**config.mk**
```make
export PLATFORM = sky130hd
export DESIGN_NAME = cdc_cfg_top
export DESIGN_NICKNAME = d
export VERILOG_FILES = /design/src/cdc_cfg_pkg.sv /design/src/cdc_cfg_top.sv /design/src/cdc_mod_pulse.sv
export SDC_FILE = /design/constraint.sdc
export NUM_CORES = 1
export LEC_CHECK = 0
export ABC_CLOCK_PERIOD_IN_PS = 4100
export BUFFER_PORTS_ARGS = -buffer_cell sky130_fd_sc_hd__buf_4
export CAP_MARGIN = 20
export CORE_UTILIZATION = 55
export CTS_CLUSTER_SIZE = 20
export DETAILED_ROUTE_END_ITERATION = 6
export PLACE_DENSITY = 0.81
export SETUP_SLACK_MARGIN = 0.15
export SLEW_MARGIN = 10
export SYNTH_ARGS = -nofsm -noshare
export SYNTH_HDL_FRONTEND = slang
export SYNTH_SLANG_ARGS = --single-unit
export TNS_END_PERCENT = 1
```
**constraint.sdc**
```tcl
create_clock -name aclk -period 4.1 [get_ports aclk]
set_input_delay 0 -clock aclk [delete_from_list [all_inputs] [get_ports aclk]]
set_output_delay 0 -clock aclk [all_outputs]
set_load 0.1 [all_outputs]
```
**src/cdc_cfg_pkg.sv**
```systemverilog
package cdc_cfg_pkg;

  // Register indices; byte address is four times the index
  localparam logic [5:0] IDX_PRESET_A   = 6'h13;
  localparam logic [5:0] IDX_ENC_RATE   = 6'h14;
  localparam logic [5:0] IDX_MOD_WIDTH  = 6'h15;
  localparam logic [5:0] IDX_PRESET_B   = 6'h16;
  localparam logic [5:0] IDX_PRESET_C   = 6'h17;
  localparam logic [5:0] IDX_RX_GAIN    = 6'h19;
  localparam logic [5:0] IDX_DEC_MODE   = 6'h1A;

  // Reset values
  localparam logic [7:0] RST_PRESET_A   = 8'h3F;
  localparam logic [7:0] RST_ENC_RATE   = 8'h19;
  localparam logic [7:0] RST_MOD_WIDTH  = 8'h13;
  localparam logic [7:0] RST_PRESET_B   = 8'h00;
  localparam logic [7:0] RST_PRESET_C   = 8'h00;
  localparam logic [7:0] RST_RX_GAIN    = 8'h73;
  localparam logic [7:0] RST_DEC_MODE   = 8'h08;

  // Field positions
  localparam int ENC_RATE_LSB  = 3;
  localparam int SUBC_LSB      = 5;
  localparam int LOWPASS_DISABLE_BIT     = 2;
  localparam int GAIN_LSB      = 0;
  localparam int MULTI_BIT     = 6;
  localparam int MASK_BIT      = 5;
  localparam int CODE_BIT      = 0;

  // Encoder rate codes and largest pulse field code
  localparam logic [2:0] RATE_848 = 3'h0;
  localparam logic [2:0] RATE_106 = 3'h3;
  localparam logic [2:0] SUBC_MAX = 3'h4;

  // Bit period at the slowest encoder rate
  localparam int CLK_KHZ       = 40000;
  localparam int ETU_106_NS    = 9440;
  localparam int ETU_106_CYC   = ETU_106_NS * CLK_KHZ / 1000000;

  // AXI responses
  localparam logic [1:0] RESP_OKAY   = 2'h0;
  localparam logic [1:0] RESP_SLVERR = 2'h2;

endpackage

```
**src/cdc_cfg_top.sv**
```systemverilog
// Overview of operation
// - Rate field 000..011 selects 848/424/212/106 kBd encoder clock.
// - Modulation pulse lasts 2*(width+1) system clock cycles.
// - Pulse field 000..100 selects 1,2,4,8,16 subcarrier pulses.
// - Bit 2 of receiver control switches the low-pass filter off.
// - Gain field selects 20, 24, 31 or 35 dB.
// - Multi-frame bit zero: receiver stops after one frame.
// - Multi-frame bit one: receiver stays on across frames.
// - Mask bit one: bits after a collision forced to zero.
// - Line-code bit selects Manchester (0) or BPSK (1) decoding.
//
// Implementation choice: register access over AXI4-Lite.
`timescale 1ns/1ps
module cdc_cfg_top #(
  parameter int AW = 8
) (
  input  wire logic          aclk,
  input  wire logic          aresetn,
  input  wire logic [AW-1:0] s_axi_awaddr,
  input  wire logic          s_axi_awvalid,
  output logic               s_axi_awready,
  input  wire logic [31:0]   s_axi_wdata,
  input  wire logic [3:0]    s_axi_wstrb,
  input  wire logic          s_axi_wvalid,
  output logic               s_axi_wready,
  output logic [1:0]         s_axi_bresp,
  output logic               s_axi_bvalid,
  input  wire logic          s_axi_bready,
  input  wire logic [AW-1:0] s_axi_araddr,
  input  wire logic          s_axi_arvalid,
  output logic               s_axi_arready,
  output logic [31:0]        s_axi_rdata,
  output logic [1:0]         s_axi_rresp,
  output logic               s_axi_rvalid,
  input  wire logic          s_axi_rready,
  input  wire logic          mod_start,
  output logic               mod_pulse,
  output logic               enc_bit_tick,
  output logic [2:0]         encoder_rate_sel,
  output logic [4:0]         subcarrier_pulses_per_bit,
  output logic               lowpass_disable,
  output logic [1:0]         rx_gain_sel,
  output logic               rx_line_code_sel,
  input  wire logic          rx_start,
  input  wire logic          rx_stop,
  input  wire logic          rx_frame_start,
  input  wire logic          rx_frame_end,
  output logic               rx_active,
  input  wire logic          manch_bit_valid,
  input  wire logic          manch_bit,
  input  wire logic          manch_coll,
  input  wire logic          bpsk_bit_valid,
  input  wire logic          bpsk_bit,
  output logic               rx_bit_valid,
  output logic               rx_bit,
  output logic               rx_coll_seen
);

  logic [7:0] tx_reserved_preset_a;
  logic [7:0] encoder_rate_control;
  logic [7:0] modulation_pulse_width;
  logic [7:0] tx_reserved_preset_b;
  logic [7:0] tx_reserved_preset_c;
  logic [7:0] receiver_gain_pulse_control;
  logic [7:0] decoder_mode_control;

  logic [AW-1:0] aw_addr;
  logic          aw_held;
  logic [7:0]    w_byte;
  logic          w_lane0;
  logic          w_held;
  logic          do_write;
  logic [5:0]    wr_idx;
  logic [5:0]    rd_idx;
  logic [8:0]    etu_cnt;
  logic [8:0]    etu_div;
  logic          multi_frame_receive;
  logic          mask_after_collision;
  logic          pick_valid;
  logic          pick_bit;
  logic          pick_coll;

  function automatic logic cdc_mapped(input logic [5:0] idx);
    case (idx)
      cdc_cfg_pkg::IDX_PRESET_A,
      cdc_cfg_pkg::IDX_ENC_RATE,
      cdc_cfg_pkg::IDX_MOD_WIDTH,
      cdc_cfg_pkg::IDX_PRESET_B,
      cdc_cfg_pkg::IDX_PRESET_C,
      cdc_cfg_pkg::IDX_RX_GAIN,
      cdc_cfg_pkg::IDX_DEC_MODE: cdc_mapped = 1'h1;
      default:                   cdc_mapped = 1'h0;
    endcase
  endfunction

  function automatic logic [5:0] cdc_index(input logic [AW-1:0] addr);
    cdc_index = addr[7:2];
  endfunction

  function automatic logic [8:0] cdc_etu(input logic [2:0] rate);
    logic [8:0] base;
    base = 9'(cdc_cfg_pkg::ETU_106_CYC);
    cdc_etu = base >> (cdc_cfg_pkg::RATE_106 - rate);
  endfunction

  assign wr_idx   = cdc_index(aw_addr);
  assign rd_idx   = cdc_index(s_axi_araddr);
  assign do_write = aw_held && w_held && !s_axi_bvalid;
  assign etu_div  = cdc_etu(encoder_rate_sel);
  assign multi_frame_receive  =
    decoder_mode_control[cdc_cfg_pkg::MULTI_BIT];
  assign mask_after_collision =
    decoder_mode_control[cdc_cfg_pkg::MASK_BIT];

  // Write address channel
  always_ff @(posedge aclk) begin
    if (!aresetn) begin
      s_axi_awready <= 1'h1;
      aw_held       <= 1'h0;
      aw_addr       <= '0;
    end else if (s_axi_awvalid && s_axi_awready) begin
      s_axi_awready <= 1'h0;
      aw_held       <= 1'h1;
      aw_addr       <= s_axi_awaddr;
    end else if (s_axi_bvalid && s_axi_bready) begin
      s_axi_awready <= 1'h1;
      aw_held       <= 1'h0;
    end
  end

  // Write data channel
  always_ff @(posedge aclk) begin
    if (!aresetn) begin
      s_axi_wready <= 1'h1;
      w_held       <= 1'h0;
      w_byte       <= 8'h00;
      w_lane0      <= 1'h0;
    end else if (s_axi_wvalid && s_axi_wready) begin
      s_axi_wready <= 1'h0;
      w_held       <= 1'h1;
      w_byte       <= s_axi_wdata[7:0];
      w_lane0      <= s_axi_wstrb[0];
    end else if (s_axi_bvalid && s_axi_bready) begin
      s_axi_wready <= 1'h1;
      w_held       <= 1'h0;
    end
  end

  // Write response
  always_ff @(posedge aclk) begin
    if (!aresetn) begin
      s_axi_bvalid <= 1'h0;
      s_axi_bresp  <= cdc_cfg_pkg::RESP_OKAY;
    end else if (do_write) begin
      s_axi_bvalid <= 1'h1;
      s_axi_bresp  <= cdc_mapped(wr_idx) ? cdc_cfg_pkg::RESP_OKAY
                                         : cdc_cfg_pkg::RESP_SLVERR;
    end else if (s_axi_bready) begin
      s_axi_bvalid <= 1'h0;
    end
  end

  always_ff @(posedge aclk) begin
    if (!aresetn) begin
      tx_reserved_preset_a        <= cdc_cfg_pkg::RST_PRESET_A;
      encoder_rate_control        <= cdc_cfg_pkg::RST_ENC_RATE;
      modulation_pulse_width      <= cdc_cfg_pkg::RST_MOD_WIDTH;
      tx_reserved_preset_b        <= cdc_cfg_pkg::RST_PRESET_B;
      tx_reserved_preset_c        <= cdc_cfg_pkg::RST_PRESET_C;
      receiver_gain_pulse_control <= cdc_cfg_pkg::RST_RX_GAIN;
      decoder_mode_control        <= cdc_cfg_pkg::RST_DEC_MODE;
    end else if (do_write && w_lane0) begin
      case (wr_idx)
        cdc_cfg_pkg::IDX_PRESET_A:  tx_reserved_preset_a   <= w_byte;
        cdc_cfg_pkg::IDX_ENC_RATE:  encoder_rate_control   <= w_byte;
        cdc_cfg_pkg::IDX_MOD_WIDTH: modulation_pulse_width <= w_byte;
        cdc_cfg_pkg::IDX_PRESET_B:  tx_reserved_preset_b   <= w_byte;
        cdc_cfg_pkg::IDX_PRESET_C:  tx_reserved_preset_c   <= w_byte;
        cdc_cfg_pkg::IDX_RX_GAIN: begin
          receiver_gain_pulse_control <= w_byte;
        end
        cdc_cfg_pkg::IDX_DEC_MODE:  decoder_mode_control   <= w_byte;
        default: begin
        end
      endcase
    end
  end

  // Read channel, one transfer at a time
  always_ff @(posedge aclk) begin
    if (!aresetn) begin
      s_axi_arready <= 1'h1;
      s_axi_rvalid  <= 1'h0;
      s_axi_rdata   <= 32'h0000_0000;
      s_axi_rresp   <= cdc_cfg_pkg::RESP_OKAY;
    end else if (s_axi_arvalid && s_axi_arready) begin
      s_axi_arready <= 1'h0;
      s_axi_rvalid  <= 1'h1;
      s_axi_rresp   <= cdc_mapped(rd_idx) ? cdc_cfg_pkg::RESP_OKAY
                                          : cdc_cfg_pkg::RESP_SLVERR;
      case (rd_idx)
        cdc_cfg_pkg::IDX_PRESET_A:
          s_axi_rdata <= {24'h000000, tx_reserved_preset_a};
        cdc_cfg_pkg::IDX_ENC_RATE:
          s_axi_rdata <= {24'h000000, encoder_rate_control};
        cdc_cfg_pkg::IDX_MOD_WIDTH:
          s_axi_rdata <= {24'h000000, modulation_pulse_width};
        cdc_cfg_pkg::IDX_PRESET_B:
          s_axi_rdata <= {24'h000000, tx_reserved_preset_b};
        cdc_cfg_pkg::IDX_PRESET_C:
          s_axi_rdata <= {24'h000000, tx_reserved_preset_c};
        cdc_cfg_pkg::IDX_RX_GAIN:
          s_axi_rdata <= {24'h000000, receiver_gain_pulse_control};
        cdc_cfg_pkg::IDX_DEC_MODE:
          s_axi_rdata <= {24'h000000, decoder_mode_control};
        default:
          s_axi_rdata <= 32'h0000_0000;
      endcase
    end else if (s_axi_rvalid && s_axi_rready) begin
      s_axi_arready <= 1'h1;
      s_axi_rvalid  <= 1'h0;
    end
  end

  // Configuration outputs
  always_ff @(posedge aclk) begin
    if (!aresetn) begin
      // Fields of the register reset values
      encoder_rate_sel          <=
        cdc_cfg_pkg::RST_ENC_RATE[cdc_cfg_pkg::ENC_RATE_LSB +: 3];
      subcarrier_pulses_per_bit <=
        5'h01 << cdc_cfg_pkg::RST_RX_GAIN[cdc_cfg_pkg::SUBC_LSB +: 3];
      lowpass_disable           <=
        cdc_cfg_pkg::RST_RX_GAIN[cdc_cfg_pkg::LOWPASS_DISABLE_BIT];
      rx_gain_sel               <=
        cdc_cfg_pkg::RST_RX_GAIN[cdc_cfg_pkg::GAIN_LSB +: 2];
      rx_line_code_sel          <=
        cdc_cfg_pkg::RST_DEC_MODE[cdc_cfg_pkg::CODE_BIT];
    end else begin
      encoder_rate_sel <=
        encoder_rate_control[cdc_cfg_pkg::ENC_RATE_LSB +: 3];
      // pulses per bit, zero if reserved
      if (receiver_gain_pulse_control[cdc_cfg_pkg::SUBC_LSB +: 3]
          <= cdc_cfg_pkg::SUBC_MAX) begin
        subcarrier_pulses_per_bit <= 5'h01 <<
          receiver_gain_pulse_control[cdc_cfg_pkg::SUBC_LSB +: 3];
      end else begin
        subcarrier_pulses_per_bit <= 5'h00;
      end
      lowpass_disable <=
        receiver_gain_pulse_control[cdc_cfg_pkg::LOWPASS_DISABLE_BIT];
      rx_gain_sel <=
        receiver_gain_pulse_control[cdc_cfg_pkg::GAIN_LSB +: 2];
      rx_line_code_sel <= decoder_mode_control[cdc_cfg_pkg::CODE_BIT];
    end
  end

  always_ff @(posedge aclk) begin
    if (!aresetn) begin
      etu_cnt      <= 9'h000;
      enc_bit_tick <= 1'h0;
    end else if (encoder_rate_sel > cdc_cfg_pkg::RATE_106) begin
      etu_cnt      <= 9'h000;
      enc_bit_tick <= 1'h0;
    end else if (etu_cnt >= etu_div - 9'h001) begin
      etu_cnt      <= 9'h000;
      enc_bit_tick <= 1'h1;
    end else begin
      etu_cnt      <= etu_cnt + 9'h001;
      enc_bit_tick <= 1'h0;
    end
  end

  cdc_mod_pulse u_mod_pulse (
    .aclk    (aclk),
    .aresetn (aresetn),
    .width   (modulation_pulse_width),
    .start   (mod_start),
    .pulse   (mod_pulse)
  );

  // Receiver on/off; start wins over a stop in the same cycle
  always_ff @(posedge aclk) begin
    if (!aresetn) begin
      rx_active <= 1'h0;
    end else if (rx_start) begin
      rx_active <= 1'h1;
    end else if (rx_stop) begin
      rx_active <= 1'h0;
    end else if (rx_frame_end && !multi_frame_receive) begin
      rx_active <= 1'h0;
    end
  end

  always_comb begin
    if (decoder_mode_control[cdc_cfg_pkg::CODE_BIT]) begin
      pick_valid = bpsk_bit_valid;
      pick_bit   = bpsk_bit;
      pick_coll  = 1'h0;
    end else begin
      pick_valid = manch_bit_valid;
      pick_bit   = manch_bit;
      pick_coll  = manch_coll;
    end
  end

  always_ff @(posedge aclk) begin
    if (!aresetn) begin
      rx_bit_valid <= 1'h0;
      rx_bit       <= 1'h0;
      rx_coll_seen <= 1'h0;
    end else begin
      rx_bit_valid <= pick_valid && rx_active;
      if (pick_valid && rx_active) begin
        rx_bit <= pick_bit && !(mask_after_collision && rx_coll_seen);
      end
      if (pick_valid && rx_active && pick_coll) begin
        rx_coll_seen <= 1'h1;
      end else if (rx_frame_start) begin
        rx_coll_seen <= 1'h0;
      end
    end
  end

endmodule

```
**src/cdc_mod_pulse.sv**
```systemverilog
`timescale 1ns/1ps
module cdc_mod_pulse (
  input  wire logic       aclk,
  input  wire logic       aresetn,
  input  wire logic [7:0] width,
  input  wire logic       start,
  output logic            pulse
);

  logic [8:0] remain;

  always_ff @(posedge aclk) begin
    if (!aresetn) begin
      pulse  <= 1'h0;
      remain <= 9'h000;
    end else if (!pulse) begin
      if (start) begin
        pulse  <= 1'h1;
        remain <= {width, 1'h1};
      end
    end else if (remain == 9'h000) begin
      pulse <= 1'h0;
    end else begin
      remain <= remain - 9'h001;
    end
  end

endmodule

```
# Yosys cells after proc, flatten, opt, wreduce, memory -nomap -nowiden
# Index checks and enable logic that the tools add are counted.
# op_classes
div_mod_pow	0
eq_ne	15
n_mux	37
shifts	2
order_cmp	3
n_mul	0
bitwise	1
n_reduce_logical	37
addsub	4
# ops
op	n
== test 6 x 5 -> 1 bit, second input constant	14
case mux 8 bit (7 select lines)	1
2-to-1 mux 1 bit	30
2-to-1 mux 9 bit	3
AND reduction 2 bit	9
subtractor 9 x 1 -> 9 bit, second input constant	2
OR reduction 7 bit	2
logical AND 1 bit	13
nonzero test 2 bit	6
adder 9 x 1 -> 9 bit, second input constant	1
greater-or-equal comparator 9 bit	1
logical NOT 9 bit	1
right shift 9 x 3 -> 9 bit, first input constant	1
<< shifter 1 x 3 -> 5 bit, first input constant	1
2-to-1 mux 2 bit	2
2-to-1 mux 4 bit	1
greater-than comparator 3 x 2 -> 1 bit, second input constant	1
<= comparator 3 bit, second input constant	1
logical NOT 1 bit	3
nonzero test 3 bit	1
OR reduction 3 bit	1
subtractor 2 x 3 -> 3 bit, first input constant	1
inequality test 2 bit, second input constant	1
OR reduction 2 bit	1
NOT 1 bit	1
# word_totals
memories	0
input_bits	69
wordCells	133
ramBits	0
output_inout_bits	59
regBits	152
latchBits	0
mem_bits_ro	0

# Logic depth before layout (Yosys ltp)
# Gate-level depths: netlist of the first run.
# logic_depth
ltp_word	6
depth_mapped	12
depth_no_buf	11

# Cells and area by module
# From an unflattened synthesis of the first run, not the netlist that was laid out.
# hier_totals
hier_cells	632
area_unflattened_um2	5699.2
# by_module_without_submodules
mod	n_inst	cells_per_inst	area_each_um2
cdc_cfg_top	1	567	5136.2
cdc_mod_pulse	1	65	563.0

# Worst setup path before layout of the first run
# Ideal clock, no wire load.
# synth_timing
path_kind	register -> register
startpoint	register encoder_rate_sel[0]
endpoint	register enc_bit_tick
n_path_buf	1
arrival_time_ns	3.452
t_required_ns	3.975
period_less_slack_ns	3.577
path_stages_with_launch	12
slack_ns	0.523
path_cell_list	dfxtp_1 inv_1 ha_1 a2111oi_0 mux2i_1 o311ai_0 ha_1 a21oi_1 o21ai_0 a211o_1 clkbuf_1 nor2b_1
# synth_between
elab_chain_len	5
elab_cells_between_ends	7
# synth_rtl
item	line_no	source
start, declared	cdc_cfg_top.sv:39	output logic [2:0] encoder_rate_sel,
start signal, assigned	cdc_cfg_top.sv:229	encoder_rate_sel <=
start signal, assigned	cdc_cfg_top.sv:240	encoder_rate_sel <=
subtractor 2 x 3 -> 3 bit	cdc_cfg_top.sv:103	cdc_etu = base >> (cdc_cfg_pkg::RATE_106 - rate);
right shift 9 x 3 -> 9 bit	cdc_cfg_top.sv:103	
subtractor 9 x 1 -> 9 bit	cdc_cfg_top.sv:265	end else if (etu_cnt >= etu_div - 9'h001) begin
greater-or-equal comparator 9 bit	cdc_cfg_top.sv:265	
2-to-1 mux 1 bit	cdc_cfg_top.sv:265	
end signal, assigned	cdc_cfg_top.sv:264	enc_bit_tick <= 1'h0;
end signal, assigned	cdc_cfg_top.sv:267	enc_bit_tick <= 1'h1;
end signal, assigned	cdc_cfg_top.sv:270	enc_bit_tick <= 1'h0;
end, declared	cdc_cfg_top.sv:38	output logic enc_bit_tick,
# Parallel ways exist; a longest one is shown, timed or not.
# A chain may end at the register's enable or synchronous reset.

# Final worst setup path of the first run
# layout_timing
startpoint	register encoder_rate_sel[1]
endpoint	register enc_bit_tick
# Same word-level chain as after synthesis.

==> run summary, run 1 <==
minimum clock period = 3.25 ns
Detailed Place HPWL = 9.33 mm
Top Registers = etu_cnt x9, u_mod_pulse.remain x9
Setup Buffers After CTS = 0
worst r2r src = encoder_rate_sel[1]$_SDFF_PN1_
distinct cell type count after synthesis = 67
WHS Endpoint = s_axi_rresp[1]$_SDFFE_PN0P_
Total Die Area = 11,200 sq um
max_cap viols = 0
r2r setup slk = 0.85 ns
Setup Skew = 0.00637 ns
Via Count = 5,212
Hold Crit Class = input pin to register
die height = 106 um
Most Frequent Cell on Critical Path = ha_1
Internal Power = 2.45 mW
initial antenna violation count = 0
synth-to-layout area growth = 26.5%
CP Capture Type = register
post-CTS sizing = 0
synthesized cell area = 5910 sq um
post-route ant nets = 0
Critical Path AT = 3.65 ns
CP Data Required Time = 4.50 ns
Fin. Hold Viols = 0
Filler Cells Inserted = 736
H-tree level count = 4
port buffer count = 70
CTS clock-pin slew for the worst setup and hold paths = 0.06 ns
hold path cells = 3
Site Rows = 37
fmax = 308 MHz
first-pass GRT wire length = 23.8 mm
CTS buffer count = 17
CP cell instances = inv_1 > ha_1 > nand4b_1 > a2111oi_0 > mux2i_1 > o311ai_0 > ha_1 > a21oi_1 > o21ai_0 > a211o_1 > nor2b_1
Buf/Inv on CP = 1
Hold Crit Start = s_axi_araddr[7]
Slew @ Worst Pin = 0.998 ns
CTS hold repair buffers = 45
Static Leak = 3.17 nW
DP Worst Slack = 0.838 ns
CP top delay family = compound AO/OA/AOI/OAI gates
drt total wl = 14.5 mm
top_reg_cell synth = dfxtp_1
clk sink count = 124
io pins = 128
crit path launch type = register
Sw Pwr = 0.855 mW
period utilization = 0.792
largest net degree at the start of global routing = 64
PwrDens = 442 nW/um^2
Skew-Pair Late Insertion Delay = 0.53 ns
CP max-delay cell = a2111oi_0
r2r endpoint = enc_bit_tick$_SDFF_PP0_
Root Buffer = clkbuf_8
Routed WL per cell = 16.0 um
Comb pwr share = 0.123
router iterations before antenna repair = 5
setup TNS = 0 ns
# nets final = 844
VDD IR max = 0.000251 V
number of global-route vias before repair = 5,055
Initial Utilization = 0.570
Core Region = 10,400 sq um
via density per instance = 5.75
Worst slew margin = 0.333
Syn Area/Cell = 9.03 sq um
CTS tree = built
Hold WS = 0.0216 ns
synth warn = 0
Placer Congestion = 0.832
diodes inserted = 0
Post-synth EDFFs = 0
sequential share of the synthesized area = 0.420
Die Wd = 106 um
Setup Crit Path Kind = register to register
Sw Share = 0.258
clock network power share = 0.491
# setup viols final = 0
leading cell type in the layout, fill and taps excluded = dfxtp_1
Residual DRC = 0
DRT iter0 DRCs = 444
largest stage delay on the critical path = 0.60 ns
outcome = finished clean
CP max FO = 10
Yosys reg bits = 124
most frequent cells in the layout = 124 x dfxtp_1, 89 x nand2_1, 74 x buf_4
Final Slew Violations = 0
Worst R2R Path Depth = 11
clock buffer depth = 2
crit path setup slack, layout = 0.851 ns
RSZ-0062 raised after global routing = false
asr flop ratio synth = 0
Total GRT Usage = 0.271
Mapped Cells = 655
placed cells = 829
layout cells sized above 1 = 0.162
Layout Cells excl Fill = 906
grt ovf = 0
register share of total power = 0.386
## layout make-up
type / count / area, sq um / area share
well taps: 136 / 170 / 0.0228
flip-flops and latches: 124 / 2480 / 0.332
multi-input cells: 479 / 3110 / 0.416
clock inverters: 11 / 189 / 0.0253
repair buffers: 119 / 1010 / 0.135
inverters: 16 / 60.1 / 0.00803
clock buffers: 21 / 459 / 0.0614
## power groups by stage
stage                     combinational [mW]  clock, mW  sequential [mW]
final                                  0.405       1.63             1.28
after global routing                   0.431       1.69             1.28
after CTS                              0.400       1.63             1.28
after detailed placement               0.363          0             1.30
after global placement                 0.357          0             1.30
after floorplan                        0.260          0             1.34
## through the flow
stage	power (mW)	area, sq um	utilization
4_1_cts	3.31	7480	0.721
2_1_floorplan	1.60	6010	-
5_1_grt	3.41	7480	0.721
3_3_place_gp	1.66	6380	0.615
3_5_place_dp	1.66	6380	0.615
6_report	3.31	7480	0.721
## cells by family after synthesis
| family | after synthesis | share of synthesized area |
|---|---|---|
| compound gates | 135 | 0.149 |
| xor+xnor | 9 | 0.0133 |
| fa+ha+maj | 18 | 0.0381 |
| buf+inv | 77 | 0.0698 |
| flops | 124 | 0.420 |
| mux | 52 | 0.0891 |
| other cells | 1 | 0.000634 |
| simple gates | 239 | 0.220 |
## Yosys cell counts, types with 8 or more instances
cell,n,area share
buf_2,9,0.0076
ha_1,18,0.038
nor4b_1,8,0.012
a21oi_1,42,0.036
dfxtp_1,124,0.42
o21ai_0,34,0.029
nor2_1,33,0.021
nand2b_1,11,0.012
inv_1,16,0.010
nand2_1,89,0.057
clkbuf_1,19,0.012
buf_4,28,0.036
mux2i_1,47,0.080
nor3_1,13,0.011
nand3_1,26,0.022
a32oi_1,8,0.012
## worst max-delay path by stage
stage,start,endpoint,slack [ns],cells after the start
floorplan,encoder_rate_sel[0]$_SDFF_PN1_,enc_bit_tick$_SDFF_PP0_,0.52,11
global placement,encoder_rate_sel[1]$_SDFF_PN1_,enc_bit_tick$_SDFF_PP0_,1.05,11
detailed placement,encoder_rate_sel[1]$_SDFF_PN1_,etu_cnt[3]$_SDFF_PP0_,0.84,11
CTS,encoder_rate_sel[1]$_SDFF_PN1_,etu_cnt[3]$_SDFF_PP0_,0.83,11
global route,encoder_rate_sel[0]$_SDFF_PN1_,etu_cnt[5]$_SDFF_PP0_,0.54,11
finish,encoder_rate_sel[1]$_SDFF_PN1_,enc_bit_tick$_SDFF_PP0_,0.85,11
## worst register-to-register path, stage by stage (launching register included)
cell	delay, ns
dfxtp_1	0.37
inv_1	0.17
ha_1	0.23
nand4b_1	0.19
a2111oi_0	0.60
mux2i_1	0.23
o311ai_0	0.15
ha_1	0.34
a21oi_1	0.16
o21ai_0	0.11
a211o_1	0.40
nor2b_1	0.18
## metal layers
layer  wire (um)  track usage  vias up
li1            -            -     2508
met1        6230        0.332     2455
met2        6840        0.440      205
met3         883       0.0711       44
met4         510        0.132        0
met5           0            0        -
Power figures use the tool's default switching activity.
==> inputs of run 2 (changes only) <==
ABC_CLOCK_PERIOD_IN_PS = 3000   (was 4100)
clock period = 3 ns   (was 4.1 ns; I/O delays follow)
==> run 2 against run 1 <==
Sequential cell count unchanged. Register-to-register slack got worse by 0.64 ns. Combinational power rose by 39%. Count of clock-buffer cells in the layout down 2. Critical endpoint is now etu_cnt[7]$_SDFF_PP0_. Via count increased by 1.6%. Maximum frequency increased by 16%. Highest routed layer unchanged. Critical path depth rose by 1. Cell count up 0.88%. Cell area is 1.2% higher.
==> run summary, run 2 (synthesis gave the netlist of run 1 again) <==
met3 Use GR = 0.0569
CTS tree = built
number of global-route vias before repair = 5,057
grt ovf = 0
Buf/Inv on CP = 3
Slew @ Worst Pin = 0.891 ns
Fin. Hold Viols = 0
outcome = finished clean
hold path cells = 3
Die Wd = 106 um
setup TNS = 0 ns
io pins = 128
Site Rows = 37
Via Count = 5,294
largest stage delay on the critical path = 0.42 ns
crit path setup slack, layout = 0.209 ns
# setup viols final = 0
Root Buffer = clkbuf_8
minimum clock period = 2.79 ns
Critical Path AT = 3.23 ns
clock buffer depth = 2
Finished Core Util = 0.729
CP cell instances = inv_4 > ha_4 > nand4b_1 > buf_4 > buf_4 > a2111o_1 > a21boi_0 > ha_1 > nand4_1 > nor2_1 > a211o_2 > nor3_2
CP Capture Type = register
Detailed Place HPWL = 9.39 mm
Hold Crit Class = input pin to register
Initial Utilization = 0.570
GR Util met2 = 0.459
Worst R2R Path Depth = 12
total power draw = 4.29 mW
DRT iter0 DRCs = 375
layout cells sized above 1 = 0.184
port buffer count = 70
DP Worst Slack = 0.0325 ns
Placer Congestion = 0.856
via density per instance = 5.79
CTS buffer count = 17
Routed WL per cell = 16.5 um
CP max FO = 9
Total Die Area = 11,200 sq um
r2r setup slk = 0.21 ns
CP Depth = 12
leading cell type in the layout, fill and taps excluded = dfxtp_1
CP top delay family = compound AO/OA/AOI/OAI gates
Hold Crit Start = s_axi_araddr[3]
Filler Cells Inserted = 732
Residual DRC = 0
Skew-Pair Late Insertion Delay = 0.52 ns
CP Data Required Time = 3.44 ns
period utilization = 0.930
RSZ-0062 raised after global routing = true
WHS Endpoint = s_axi_rdata[4]$_SDFFE_PN0P_
die height = 106 um
Multi-input gate area = 3180 sq um
PwrDens = 567 nW/um^2
Static Leak = 3.17 nW
first-pass GRT wire length = 24.0 mm
Core Region = 10,400 sq um
met1 GRT Util = 0.327
Final Slew Violations = 0
Most Frequent Cell on Critical Path = buf_4
router iterations before antenna repair = 5
max_cap viols = 0
drt total wl = 15.1 mm
fmax = 358 MHz
GR peak layer = met2
Worst slew margin = 0.402
H-tree level count = 4
most frequent cells in the layout = 121 x dfxtp_1, 89 x nand2_1, 78 x buf_4
CTS clock-pin slew for the worst setup and hold paths = 0.06 ns
r2r endpoint = etu_cnt[7]$_SDFF_PP0_
crit path launch type = register
Setup Crit Path Kind = register to register
clk sink count = 124
# nets final = 853
FF+latch area = 2490 sq um
largest net degree at the start of global routing = 54
Total GRT Usage = 0.272
initial antenna violation count = 0
VDD IR max = 0.000334 V
CP max-delay cell = a211o_2
synth-to-layout area growth = 28.0%
Top Registers = etu_cnt x9, u_mod_pulse.remain x9
Setup Skew = 0.0112 ns
diodes inserted = 0
post-route ant nets = 0
worst r2r src = encoder_rate_sel[0]$_SDFF_PN1_
## run 2: cell types whose count changed in the layout (fill, tap and decap cells not counted), sizes merged
cell,delta
clkinv,-2
inv,+4
dlygate4sd3,+4
clkbuf,-2
buf,+4
bufinv,-3
clkinvlp,+2
a211o,+1
## run 2: layer usage
layer  up-vias  wire length, um
met5         -                0
met4         0              399
met3        37              950
met2       209             7420
met1      2518             6320
li1       2530                -
## run 2: power by group
| part | internal [mW] | switching, mW |
|---|---|---|
| Sequential | 1.68 | 0.0599 |
| Combinational | 0.174 | 0.389 |
| Clock | 1.23 | 0.759 |
## run 2: per-stage QoR
| step | instances | cell area, sq um | hold WS, ns |
|---|---|---|---|
| CTS | 911 | 7480 | 0.000495 |
| finish | 914 | 7560 | 0.00853 |
| global route | 914 | 7560 | 0.0317 |
| detailed placement | 830 | 6400 | 0.224 |
| floorplan | 680 | 6020 | 0.118 |
| global placement | 830 | 6400 | 0.211 |
## run 2: worst max path at each step
stage / start / end / slack, ns
after floorplan: encoder_rate_sel[1]$_SDFF_PN1_ / enc_bit_tick$_SDFF_PP0_ / 0.15
after global placement: encoder_rate_sel[1]$_SDFF_PN1_ / enc_bit_tick$_SDFF_PP0_ / 0.20
after detailed placement: encoder_rate_sel[1]$_SDFF_PN1_ / etu_cnt[5]$_SDFF_PP0_ / 0.03
after CTS: encoder_rate_sel[1]$_SDFF_PN1_ / etu_cnt[4]$_SDFF_PP0_ / 0.17
after global routing: encoder_rate_sel[1]$_SDFF_PN1_ / etu_cnt[2]$_SDFF_PP0_ / 0.1
final: encoder_rate_sel[0]$_SDFF_PN1_ / etu_cnt[7]$_SDFF_PP0_ / 0.21
## run 2: layout make-up
type / instances / area share
Clock buffer: 19 / 0.0584
Clock inverter: 12 / 0.0180
Inverter: 16 / 0.00860
Multi-Input combinational cell: 480 / 0.421
Sequential cell: 124 / 0.330
Tap cell: 136 / 0.0225
Timing Repair Buffer: 127 / 0.142
## run 2: worst reg2reg max path, stage by stage (launching register included)
cell	delay (ns)
dfxtp_4	0.38
inv_4	0.08
ha_4	0.16
nand4b_1	0.18
buf_4	0.19
buf_4	0.13
a2111o_1	0.38
a21boi_0	0.14
ha_1	0.33
nand4_1	0.10
nor2_1	0.08
a211o_2	0.42
nor3_2	0.15
## run 2: timing repair
item / in CTS / in global routing
hold endpoints to repair: 55 / 0
hold buffers: 49 / 0
pin swaps: 2 / 12
endpoints found under the setup margin: 10 / 10
resized for setup: 1 / 13
cloned: 0 / 1
buffers inserted: 1 / 2
